$ cat src/bsx_defs.svh
// Constants of the boundary-scan test port: widths, codes and cell positions.
// ============================================================================
`ifndef BSX_DEFS_SVH
`define BSX_DEFS_SVH

// ============================================================================
// Register sizes.
`define BSX_IR_W 8
`define BSX_BSR_W 48
`define BSX_ID_W 32

// ============================================================================
// Instruction values.
`define BSX_IR_RESET 8'h81
`define BSX_IR_CAPTURE 8'h81
`define BSX_OP_EXTEST 8'h00
`define BSX_OP_IDCODE 8'h81
`define BSX_OP_SAMPLE 8'h82

// ============================================================================
// Boundary cell positions.
`define BSX_CELL_OE_HI 47
`define BSX_CELL_OE_LO 44
`define BSX_CELL_CLK_HI 43
`define BSX_CELL_CLK_LO 40
`define BSX_CELL_LE_HI 39
`define BSX_CELL_LE_LO 36
`define BSX_CELL_A_HI 35
`define BSX_CELL_A_LO 18
`define BSX_CELL_B_HI 17
`define BSX_CELL_B_LO 0
`define BSX_OE_RESET 4'hf

`endif

$ cat src/bsx_pkg.sv
// Types shared by the boundary-scan test port.
package bsx_pkg;

	// ========================================================================
	// Controller states, Gray coded so that neighbours in this list differ in one bit.
	typedef enum logic [3:0] {
		BSX_TLR = 4'h0,
		BSX_RTI = 4'h1,
		BSX_SEL_DR = 4'h3,
		BSX_CAP_DR = 4'h2,
		BSX_SHIFT_DR = 4'h6,
		BSX_EXIT1_DR = 4'h7,
		BSX_PAUSE_DR = 4'h5,
		BSX_EXIT2_DR = 4'h4,
		BSX_UPD_DR = 4'hc,
		BSX_SEL_IR = 4'hd,
		BSX_CAP_IR = 4'hf,
		BSX_SHIFT_IR = 4'he,
		BSX_EXIT1_IR = 4'ha,
		BSX_PAUSE_IR = 4'hb,
		BSX_EXIT2_IR = 4'h9,
		BSX_UPD_IR = 4'h8
	} bsx_tap_e;

endpackage

$ cat src/bsx_pin_sync.sv
// Three-stage synchroniser for test pins, changing once stages two and three agree.
`timescale 1ns/1ps
`default_nettype none
module bsx_pin_sync #(
	parameter int W = 3,
	parameter logic [W-1:0] INIT = '1
) (
	// Clock and reset
	input wire logic clk,
	input wire logic rstn,
	// Pins
	input wire logic [W-1:0] pin,
	output logic [W-1:0] level
);

	// ========================================================================
	// Elaboration check.
	if (W < 1) begin : g_bad_width
		$error("bsx_pin_sync needs at least one bit");
	end

	logic [W-1:0] s1_q;
	logic [W-1:0] s2_q;
	logic [W-1:0] s3_q;
	logic [W-1:0] lvl_q;
	logic [W-1:0] lvl_d;

	// ========================================================================
	// Each bit moves only when the two later stages agree, so a metastable
	// first stage never reaches the output directly.
	for (genvar i = 0; i < W; i++) begin : g_bit
		always_comb begin
			lvl_d[i] = (s2_q[i] == s3_q[i]) ? s3_q[i] : lvl_q[i];
		end
	end

	// Pipeline registers; pull-up defaults reflect the idle pins.
	always_ff @(posedge clk) begin
		if (!rstn) begin
			s1_q <= INIT;
			s2_q <= INIT;
			s3_q <= INIT;
			lvl_q <= INIT;
		end else begin
			s1_q <= pin;
			s2_q <= s1_q;
			s3_q <= s2_q;
			lvl_q <= lvl_d;
		end
	end

	assign level = lvl_q;

endmodule
`default_nettype wire

$ cat src/bsx_tap_fsm.sv
// Test access port controller state machine, stepping on test clock rises.
`timescale 1ns/1ps
`default_nettype none
module bsx_tap_fsm import bsx_pkg::*; (
	// Clock and reset
	input wire logic clk,
	input wire logic rstn,
	// Step strobe and mode select sampled on that step
	input wire logic step,
	input wire logic tms,
	// State
	output bsx_tap_e state
);

	bsx_tap_e state_q;
	bsx_tap_e state_d;

	// ========================================================================
	// Next state; Exit2 states may return to shift without a new capture.
	always_comb begin
		state_d = state_q;
		if (step) begin
			case (state_q)
				BSX_TLR: state_d = tms ? BSX_TLR : BSX_RTI;
				BSX_RTI: state_d = tms ? BSX_SEL_DR : BSX_RTI;
				BSX_SEL_DR: state_d = tms ? BSX_SEL_IR : BSX_CAP_DR;
				BSX_CAP_DR: state_d = tms ? BSX_EXIT1_DR : BSX_SHIFT_DR;
				BSX_SHIFT_DR: state_d = tms ? BSX_EXIT1_DR : BSX_SHIFT_DR;
				BSX_EXIT1_DR: state_d = tms ? BSX_UPD_DR : BSX_PAUSE_DR;
				BSX_PAUSE_DR: state_d = tms ? BSX_EXIT2_DR : BSX_PAUSE_DR;
				BSX_EXIT2_DR: state_d = tms ? BSX_UPD_DR : BSX_SHIFT_DR;
				BSX_UPD_DR: state_d = tms ? BSX_SEL_DR : BSX_RTI;
				BSX_SEL_IR: state_d = tms ? BSX_TLR : BSX_CAP_IR;
				BSX_CAP_IR: state_d = tms ? BSX_EXIT1_IR : BSX_SHIFT_IR;
				BSX_SHIFT_IR: state_d = tms ? BSX_EXIT1_IR : BSX_SHIFT_IR;
				BSX_EXIT1_IR: state_d = tms ? BSX_UPD_IR : BSX_PAUSE_IR;
				BSX_PAUSE_IR: state_d = tms ? BSX_EXIT2_IR : BSX_PAUSE_IR;
				BSX_EXIT2_IR: state_d = tms ? BSX_UPD_IR : BSX_SHIFT_IR;
				BSX_UPD_IR: state_d = tms ? BSX_SEL_DR : BSX_RTI;
				default: state_d = BSX_TLR;
			endcase
		end
	end

	// State register; reset puts the controller in Test-Logic-Reset.
	always_ff @(posedge clk) begin
		if (!rstn) begin
			state_q <= BSX_TLR;
		end else begin
			state_q <= state_d;
		end
	end

	assign state = state_q;
endmodule
`default_nettype wire

$ cat src/bsx_top.sv
// Boundary-scan test port: pin sampling, instruction and data registers, output.
`timescale 1ns/1ps
`default_nettype none
`include "bsx_defs.svh"
module bsx_top import bsx_pkg::*; #(
	// Captured into the identification register; value is arbitrary.
	parameter logic [`BSX_ID_W-1:0] ID_VALUE = 32'h0000_0001
) (
	// Clock and reset
	input wire logic clk,
	input wire logic rstn,
	// Test access pins
	input wire logic tck,
	input wire logic tms,
	input wire logic tdi,
	output logic tdo,
	output logic tdo_oe,
	// Boundary cells: sensed pin values and driven test values
	input wire logic [`BSX_BSR_W-1:0] cell_sense,
	output logic [`BSX_BSR_W-1:0] cell_drive,
	// Current instruction and mode
	output logic [`BSX_IR_W-1:0] instr,
	output logic test_mode
);

	// ========================================================================
	// Pin sampling and test clock edge detection.
	logic [2:0] pins_s;
	logic tck_s;
	logic tms_s;
	logic tdi_s;
	logic tck_prev_q;
	logic tck_prev_d;
	logic rise;
	logic fall;
	bsx_tap_e state_q;

	bsx_pin_sync #(.W(3), .INIT(3'h7)) u_sync (
		.clk(clk),
		.rstn(rstn),
		.pin({tck, tms, tdi}),
		.level(pins_s)
	);

	assign tck_s = pins_s[2];
	assign tms_s = pins_s[1];
	assign tdi_s = pins_s[0];

	// Edges of the clean test clock become single-cycle strobes. A test clock
	// period must span several system clocks for this to hold.
	always_comb begin
		tck_prev_d = tck_s;
		rise = tck_s & ~tck_prev_q;
		fall = ~tck_s & tck_prev_q;
	end

	always_ff @(posedge clk) begin
		if (!rstn) begin
			tck_prev_q <= 1'b1;
		end else begin
			tck_prev_q <= tck_prev_d;
		end
	end

	bsx_tap_fsm u_fsm (
		.clk(clk),
		.rstn(rstn),
		.step(rise),
		.tms(tms_s),
		.state(state_q)
	);

	// ========================================================================
	// Instruction decode. A parity error or any unlisted opcode falls back to
	// the bypass path, which keeps the chain length predictable for a tester.
	logic [`BSX_IR_W-1:0] instr_q;
	logic parity_ok;
	logic sel_bsr;
	logic sel_id;

	always_comb begin
		parity_ok = ~(^instr_q);
		sel_bsr = parity_ok && (instr_q == `BSX_OP_EXTEST ||
			instr_q == `BSX_OP_SAMPLE);
		sel_id = parity_ok && instr_q == `BSX_OP_IDCODE;
		// Everything else goes to bypass.
	end

	// ========================================================================
	// Shift stages: instruction, boundary chain, bypass and identification.
	// Only the instruction and boundary stages carry shadow latches.
	logic [`BSX_IR_W-1:0] ir_shift_q;
	logic [`BSX_IR_W-1:0] ir_shift_d;
	logic [`BSX_BSR_W-1:0] bsr_shift_q;
	logic [`BSX_BSR_W-1:0] bsr_shift_d;
	logic [`BSX_ID_W-1:0] id_shift_q;
	logic [`BSX_ID_W-1:0] id_shift_d;
	logic byp_q;
	logic byp_d;

	// Capture and shift act on the rising test clock edge that leaves the
	// state, so the entry cycle of a shift state moves nothing.
	always_comb begin
		ir_shift_d = ir_shift_q;
		bsr_shift_d = bsr_shift_q;
		id_shift_d = id_shift_q;
		byp_d = byp_q;
		if (rise) begin
			case (state_q)
				BSX_CAP_IR: begin
					ir_shift_d = `BSX_IR_CAPTURE;
				end
				BSX_SHIFT_IR: begin
					ir_shift_d = {tdi_s, ir_shift_q[`BSX_IR_W-1:1]};
				end
				BSX_CAP_DR: begin
					// Source follows the instruction.
					if (sel_bsr) begin
						bsr_shift_d = cell_sense;
					end else if (sel_id) begin
						id_shift_d = ID_VALUE;
					end else begin
						byp_d = 1'b0;
					end
				end
				BSX_SHIFT_DR: begin
					if (sel_bsr) begin
						// Serial input enters at 47, cell 0 drives out.
						bsr_shift_d = {tdi_s, bsr_shift_q[`BSX_BSR_W-1:1]};
					end else if (sel_id) begin
						id_shift_d = {tdi_s, id_shift_q[`BSX_ID_W-1:1]};
					end else begin
						byp_d = tdi_s;
					end
				end
				// Pause and exit states leave every stage untouched.
				default: begin
				end
			endcase
		end
		if (state_q == BSX_TLR) begin
			bsr_shift_d[`BSX_CELL_OE_HI:`BSX_CELL_OE_LO] = `BSX_OE_RESET;
		end
	end

	always_ff @(posedge clk) begin
		if (!rstn) begin
			ir_shift_q <= `BSX_IR_RESET;
			bsr_shift_q <= {`BSX_OE_RESET, 44'h000_0000_0000};
			id_shift_q <= 32'h0000_0000;
			byp_q <= 1'b0;
		end else begin
			ir_shift_q <= ir_shift_d;
			bsr_shift_q <= bsr_shift_d;
			id_shift_q <= id_shift_d;
			byp_q <= byp_d;
		end
	end

	// ========================================================================
	// Falling edge work: serial output, instruction and boundary shadows.
	// Cells 47-44 are the output enables, 43-40 clocks, 39-36 latch enables,
	// 35-18 the A side and 17-0 the B side.
	logic [`BSX_IR_W-1:0] instr_d;
	logic [`BSX_BSR_W-1:0] shadow_q;
	logic [`BSX_BSR_W-1:0] shadow_d;
	logic tdo_q;
	logic tdo_d;
	logic tdo_oe_q;
	logic tdo_oe_d;
	logic test_mode_q;
	logic test_mode_d;
	logic dr_lsb;

	always_comb begin
		dr_lsb = sel_bsr ? bsr_shift_q[0] : (sel_id ? id_shift_q[0] : byp_q);
		instr_d = instr_q;
		shadow_d = shadow_q;
		tdo_d = tdo_q;
		tdo_oe_d = tdo_oe_q;
		test_mode_d = test_mode_q;
		if (state_q == BSX_TLR) begin
			instr_d = `BSX_IR_RESET;
			shadow_d[`BSX_CELL_OE_HI:`BSX_CELL_OE_LO] = `BSX_OE_RESET;
			test_mode_d = 1'b0;
			tdo_oe_d = 1'b0;
		end else if (fall) begin
			case (state_q)
				BSX_SHIFT_IR: begin
					tdo_d = ir_shift_q[0];
					tdo_oe_d = 1'b1;
				end
				BSX_SHIFT_DR: begin
					tdo_d = dr_lsb;
					tdo_oe_d = 1'b1;
				end
				BSX_UPD_IR: begin
					instr_d = ir_shift_q;
					test_mode_d = (ir_shift_q == `BSX_OP_EXTEST);
					tdo_oe_d = 1'b0;
				end
				BSX_UPD_DR: begin
					if (sel_bsr) begin
						shadow_d = bsr_shift_q;
					end
					tdo_oe_d = 1'b0;
				end
				default: begin
					tdo_oe_d = 1'b0;
				end
			endcase
		end
	end

	always_ff @(posedge clk) begin
		if (!rstn) begin
			instr_q <= `BSX_IR_RESET;
			shadow_q <= {`BSX_OE_RESET, 44'h000_0000_0000};
			tdo_q <= 1'b0;
			tdo_oe_q <= 1'b0;
			test_mode_q <= 1'b0;
		end else begin
			instr_q <= instr_d;
			shadow_q <= shadow_d;
			tdo_q <= tdo_d;
			tdo_oe_q <= tdo_oe_d;
			test_mode_q <= test_mode_d;
		end
	end

	assign tdo = tdo_q;
	assign tdo_oe = tdo_oe_q;
	assign cell_drive = shadow_q;
	assign instr = instr_q;
	assign test_mode = test_mode_q;
endmodule
`default_nettype wire

$ cat config.mk
export PLATFORM = sky130hd
export DESIGN_NAME = bsx_top
export DESIGN_NICKNAME = d
export VERILOG_FILES = /design/src/bsx_pkg.sv /design/src/bsx_pin_sync.sv /design/src/bsx_tap_fsm.sv /design/src/bsx_top.sv
export VERILOG_INCLUDE_DIRS = /design/src /design/src/src
export SDC_FILE = /design/constraint.sdc
export NUM_CORES = 1
export LEC_CHECK = 0
export BUFFER_PORTS_ARGS = -buffer_cell sky130_fd_sc_hd__buf_2
export CAP_MARGIN = 5
export CORE_MARGIN = 3
export CORE_UTILIZATION = 56
export DETAILED_ROUTE_END_ITERATION = 8
export PLACE_DENSITY = 0.8
export SYNTH_ARGS = -nofsm -noshare
export SYNTH_HDL_FRONTEND = slang
export SYNTH_SLANG_ARGS = --single-unit
$ cat constraint.sdc
create_clock -name clk -period 2.6 [get_ports clk]
set_clock_uncertainty 0.15 [all_clocks]
set_input_delay 0.13 -clock clk [delete_from_list [all_inputs] [get_ports clk]]
set_output_delay 0.13 -clock clk [all_outputs]
set_load 0.005 [all_outputs]
==> out/qor.yml <==
grt_pass1_vias: 5589
dpl-instance-area_mm2: 0.007380
synth_cell_type_count: 42
syn_area_mm2: 0.006764
max-cap-violations: 0
hold_violations: 0
tightest_slew_ns: 0.6853
track_usage: 0.2448
yosysTopAreaCell: "dfxtp_1"
switching_share: 0.1909
p_leak_nw: 3.776
synth-seq-cells: 165
slew_viol_final: 0
ys.flop_type: "dfxtp_1"
min_period_over_period: 0.9604
drc: 0
clockRootBuffer: "clkbuf_16"
wl_per_cell_um: 15.44
critPathKind: "reg -> reg"
syn_nets: 871
p_clk_frac: 0.508
die_area_mm2: 0.01343
required_ns: 2.79
timing.final.ws_setup_ns: 0.1030
endpoint_kind: "flip-flop"
grt_max_degree: 97
clk_latency_ns: 0.42
finalCriticalPeriod_ns: 2.497
io_pins: 112
finalSetupViolCount: 0
ant_nets: 0
cts_inserted_buffers: 17
gp_congestion: 0.7815
power.switching_w: 0.001056
power_frac_comb: 0.033
yosys_warnings: 0
synth.area.top_cells: "dfxtp_1 (49%), nand2_1 (11%), a21oi_1 (4.4%), o211a_1 (4.3%), mux2i_1 (3.7%)"
chipHeight_um: 115.9
synth_edf_count: 0
internal_power_w: 0.004477
status: "finished, final reports clean"
pre_cts_ws_ns: 0.1563
design_area_mm2: 0.008635
path_clk_slew_ns: 0.06
yosysSeqAreaShare: 0.4883
p_seq_frac: 0.458
antenna_found_initial: 0
nFillCells: 808
max_freq_ghz: 0.4005
diodes: 0
grt_pass1_wl_um: 26550
p_total_w: 0.005533
area_growth_pct: 27.65
hpwl_um: 9333
cts_sinks: 165
fin_nets: 1001
clockBufferDepth: 2
die_w_um: 115.9
worstPathArrival_ns: 2.69
start_util: 0.5824
routed_via_density: 5.626
syn_area_per_cell_um2: 8.340
portBuffers: 111
timing.hold.ws_ns: 0.2539
syn_inst: 811
wl_um: 16910
ys_async_sr_fraction: 0
drtIter0Drc: 654
cp-start-kind: "flip-flop"
rows: 39
hp-class: "reg -> reg"
maxSlewHeadroom: 0.5431
first_pass_iters: 6
cts_tree: "yes"
layout-drive-gt1-share: 0.1733
h-tree-depth: 4
vdd_drop_max_mv: 0.3681
pwr_density_cell_mw_per_mm2: 640.7
coreArea_mm2: 0.01161
crit_fanout: 48
via_count: 6160
synth_top_area_frac: 0.4883
grt_overflow: 0
==> critical path, stage by stage, from the launching register on <==
cell	delay, ns
dfxtp_1	0.36
inv_1	0.09
ha_1	0.34
xnor2_2	0.25
xor2_2	0.18
nor4_4	0.34
buf_4	0.19
buf_8	0.28
nor3_1	0.09
a31oi_1	0.14
==> metal layers <==
| metal | vias to the layer above | track usage | part of all wire |
|---|---|---|---|
| met4 | 0 | 0.09745 | 0.021 |
| met1 | 2880 | 0.3209 | 0.45 |
| li1 | 3052 | - | - |
| met3 | 33 | 0.05065 | 0.047 |
| met5 | - | 0 | 0 |
| met2 | 195 | 0.3970 | 0.48 |
==> cells in the mapped netlist (4+ instances only) <==
| cell type | number |
|---|---|
| a211oi_1 | 16 |
| a21oi_1 | 60 |
| a31oi_1 | 5 |
| buf_2 | 21 |
| buf_4 | 4 |
| clkbuf_1 | 40 |
| dfxtp_1 | 165 |
| ha_1 | 7 |
| inv_1 | 11 |
| mux2i_1 | 25 |
| nand2_1 | 200 |
| nand2b_1 | 15 |
| nand3_1 | 37 |
| nand4_1 | 32 |
| nor2_1 | 35 |
| nor2b_1 | 11 |
| nor3_1 | 9 |
| nor3b_1 | 8 |
| o211a_1 | 29 |
| o211ai_1 | 5 |
| o21ai_0 | 12 |
| o21ai_1 | 35 |
==> through the flow <==
stage                       util  cells  setup TNS [ns]
final                     0.7435   1095               0
after global routing      0.7435   1095        -0.02336
after CTS                 0.7387   1093               0
after detailed placement  0.6354   1009               0
after global placement    0.6354   1009               0
after floorplan                -    811               0
==> flip-flops by register name, summed over array words and instances, names as in the netlist, 3 cells and up <==
name,count
bsr_shift_q,48
cell_drive,48
id_shift_q,32
instr,8
ir_shift_q,8
u_fsm.state,4
u_sync.level,3
u_sync.s1_q,3
u_sync.s2_q,3
u_sync.s3_q,3
==> repair_timing <==
item	in CTS	in global routing
setup endpoints to repair	0	45
buffers inserted	0	1
hold endpoints to repair	55	0
hold buffers	54	0
gates resized for setup	0	7
==> cell families after synthesis <==
family	after synthesis	synth area share
adders and majority gates	7	0.01295
and+or+nand+nor	357	0.2416
AOI/OAI and AO/OA	172	0.1628
buffers and inverters	80	0.05050
DFF	165	0.4883
muxes	26	0.03866
xor gates and xnor gates	4	0.005180
==> layout make-up <==
cell class | instances | area (µm²) | area share
clock buffers | 21 | 460.4 | 0.05333
clock inverters | 9 | 198.9 | 0.02304
inverters | 12 | 45.04 | 0.005217
multi-input cells | 566 | 3157 | 0.3656
flip-flops and latches | 165 | 3303 | 0.3826
well taps | 143 | 178.9 | 0.02072
repair buffers | 179 | 1291 | 0.1495
==> power by group through the flow <==
stage          sequential, W  combinational (W)  clock (W)
2_1_floorplan        0.00259          0.0000602          0
3_3_place_gp         0.00259           0.000117          0
3_5_place_dp         0.00259           0.000116          0
4_1_cts              0.00254           0.000179    0.00284
5_1_grt              0.00254           0.000199    0.00295
6_report             0.00254           0.000184    0.00281
==> layout by cell type, fill, tap and decap left out, types with 3 or more instances in the layout <==
cell type / n
a211oi_1: 15
ha_1: 7
nand2b_1: 15
buf_12: 5
nand4_1: 32
o21ai_1: 35
dlygate4sd3_1: 54
o211a_1: 29
a31oi_1: 5
clkbuf_16: 18
inv_1: 11
o211ai_1: 5
mux2i_1: 25
bufinv_16: 6
nand3_1: 36
nor2b_1: 11
nor2_1: 35
o21ai_0: 12
nor3b_1: 8
a21oi_1: 60
dfxtp_1: 165
nand2_1: 200
nor3_1: 8
buf_4: 8
nor4_1: 3
buf_2: 110
==> final timing paths <==
path / start / endpoint / slack [ns] / depth (start not counted)
setup reg to reg: instr[0] / bsr_shift_q[45] / 0.10 / 9
hold / removal: u_sync.s1_q[1] / u_sync.s2_q[1] / 0.25 / 1
hold reg to reg: u_sync.s1_q[1] / u_sync.s2_q[1] / 0.25 / 1
setup / recovery: instr[0] / bsr_shift_q[45] / 0.10 / 9
Power figures use the tool's default switching activity.
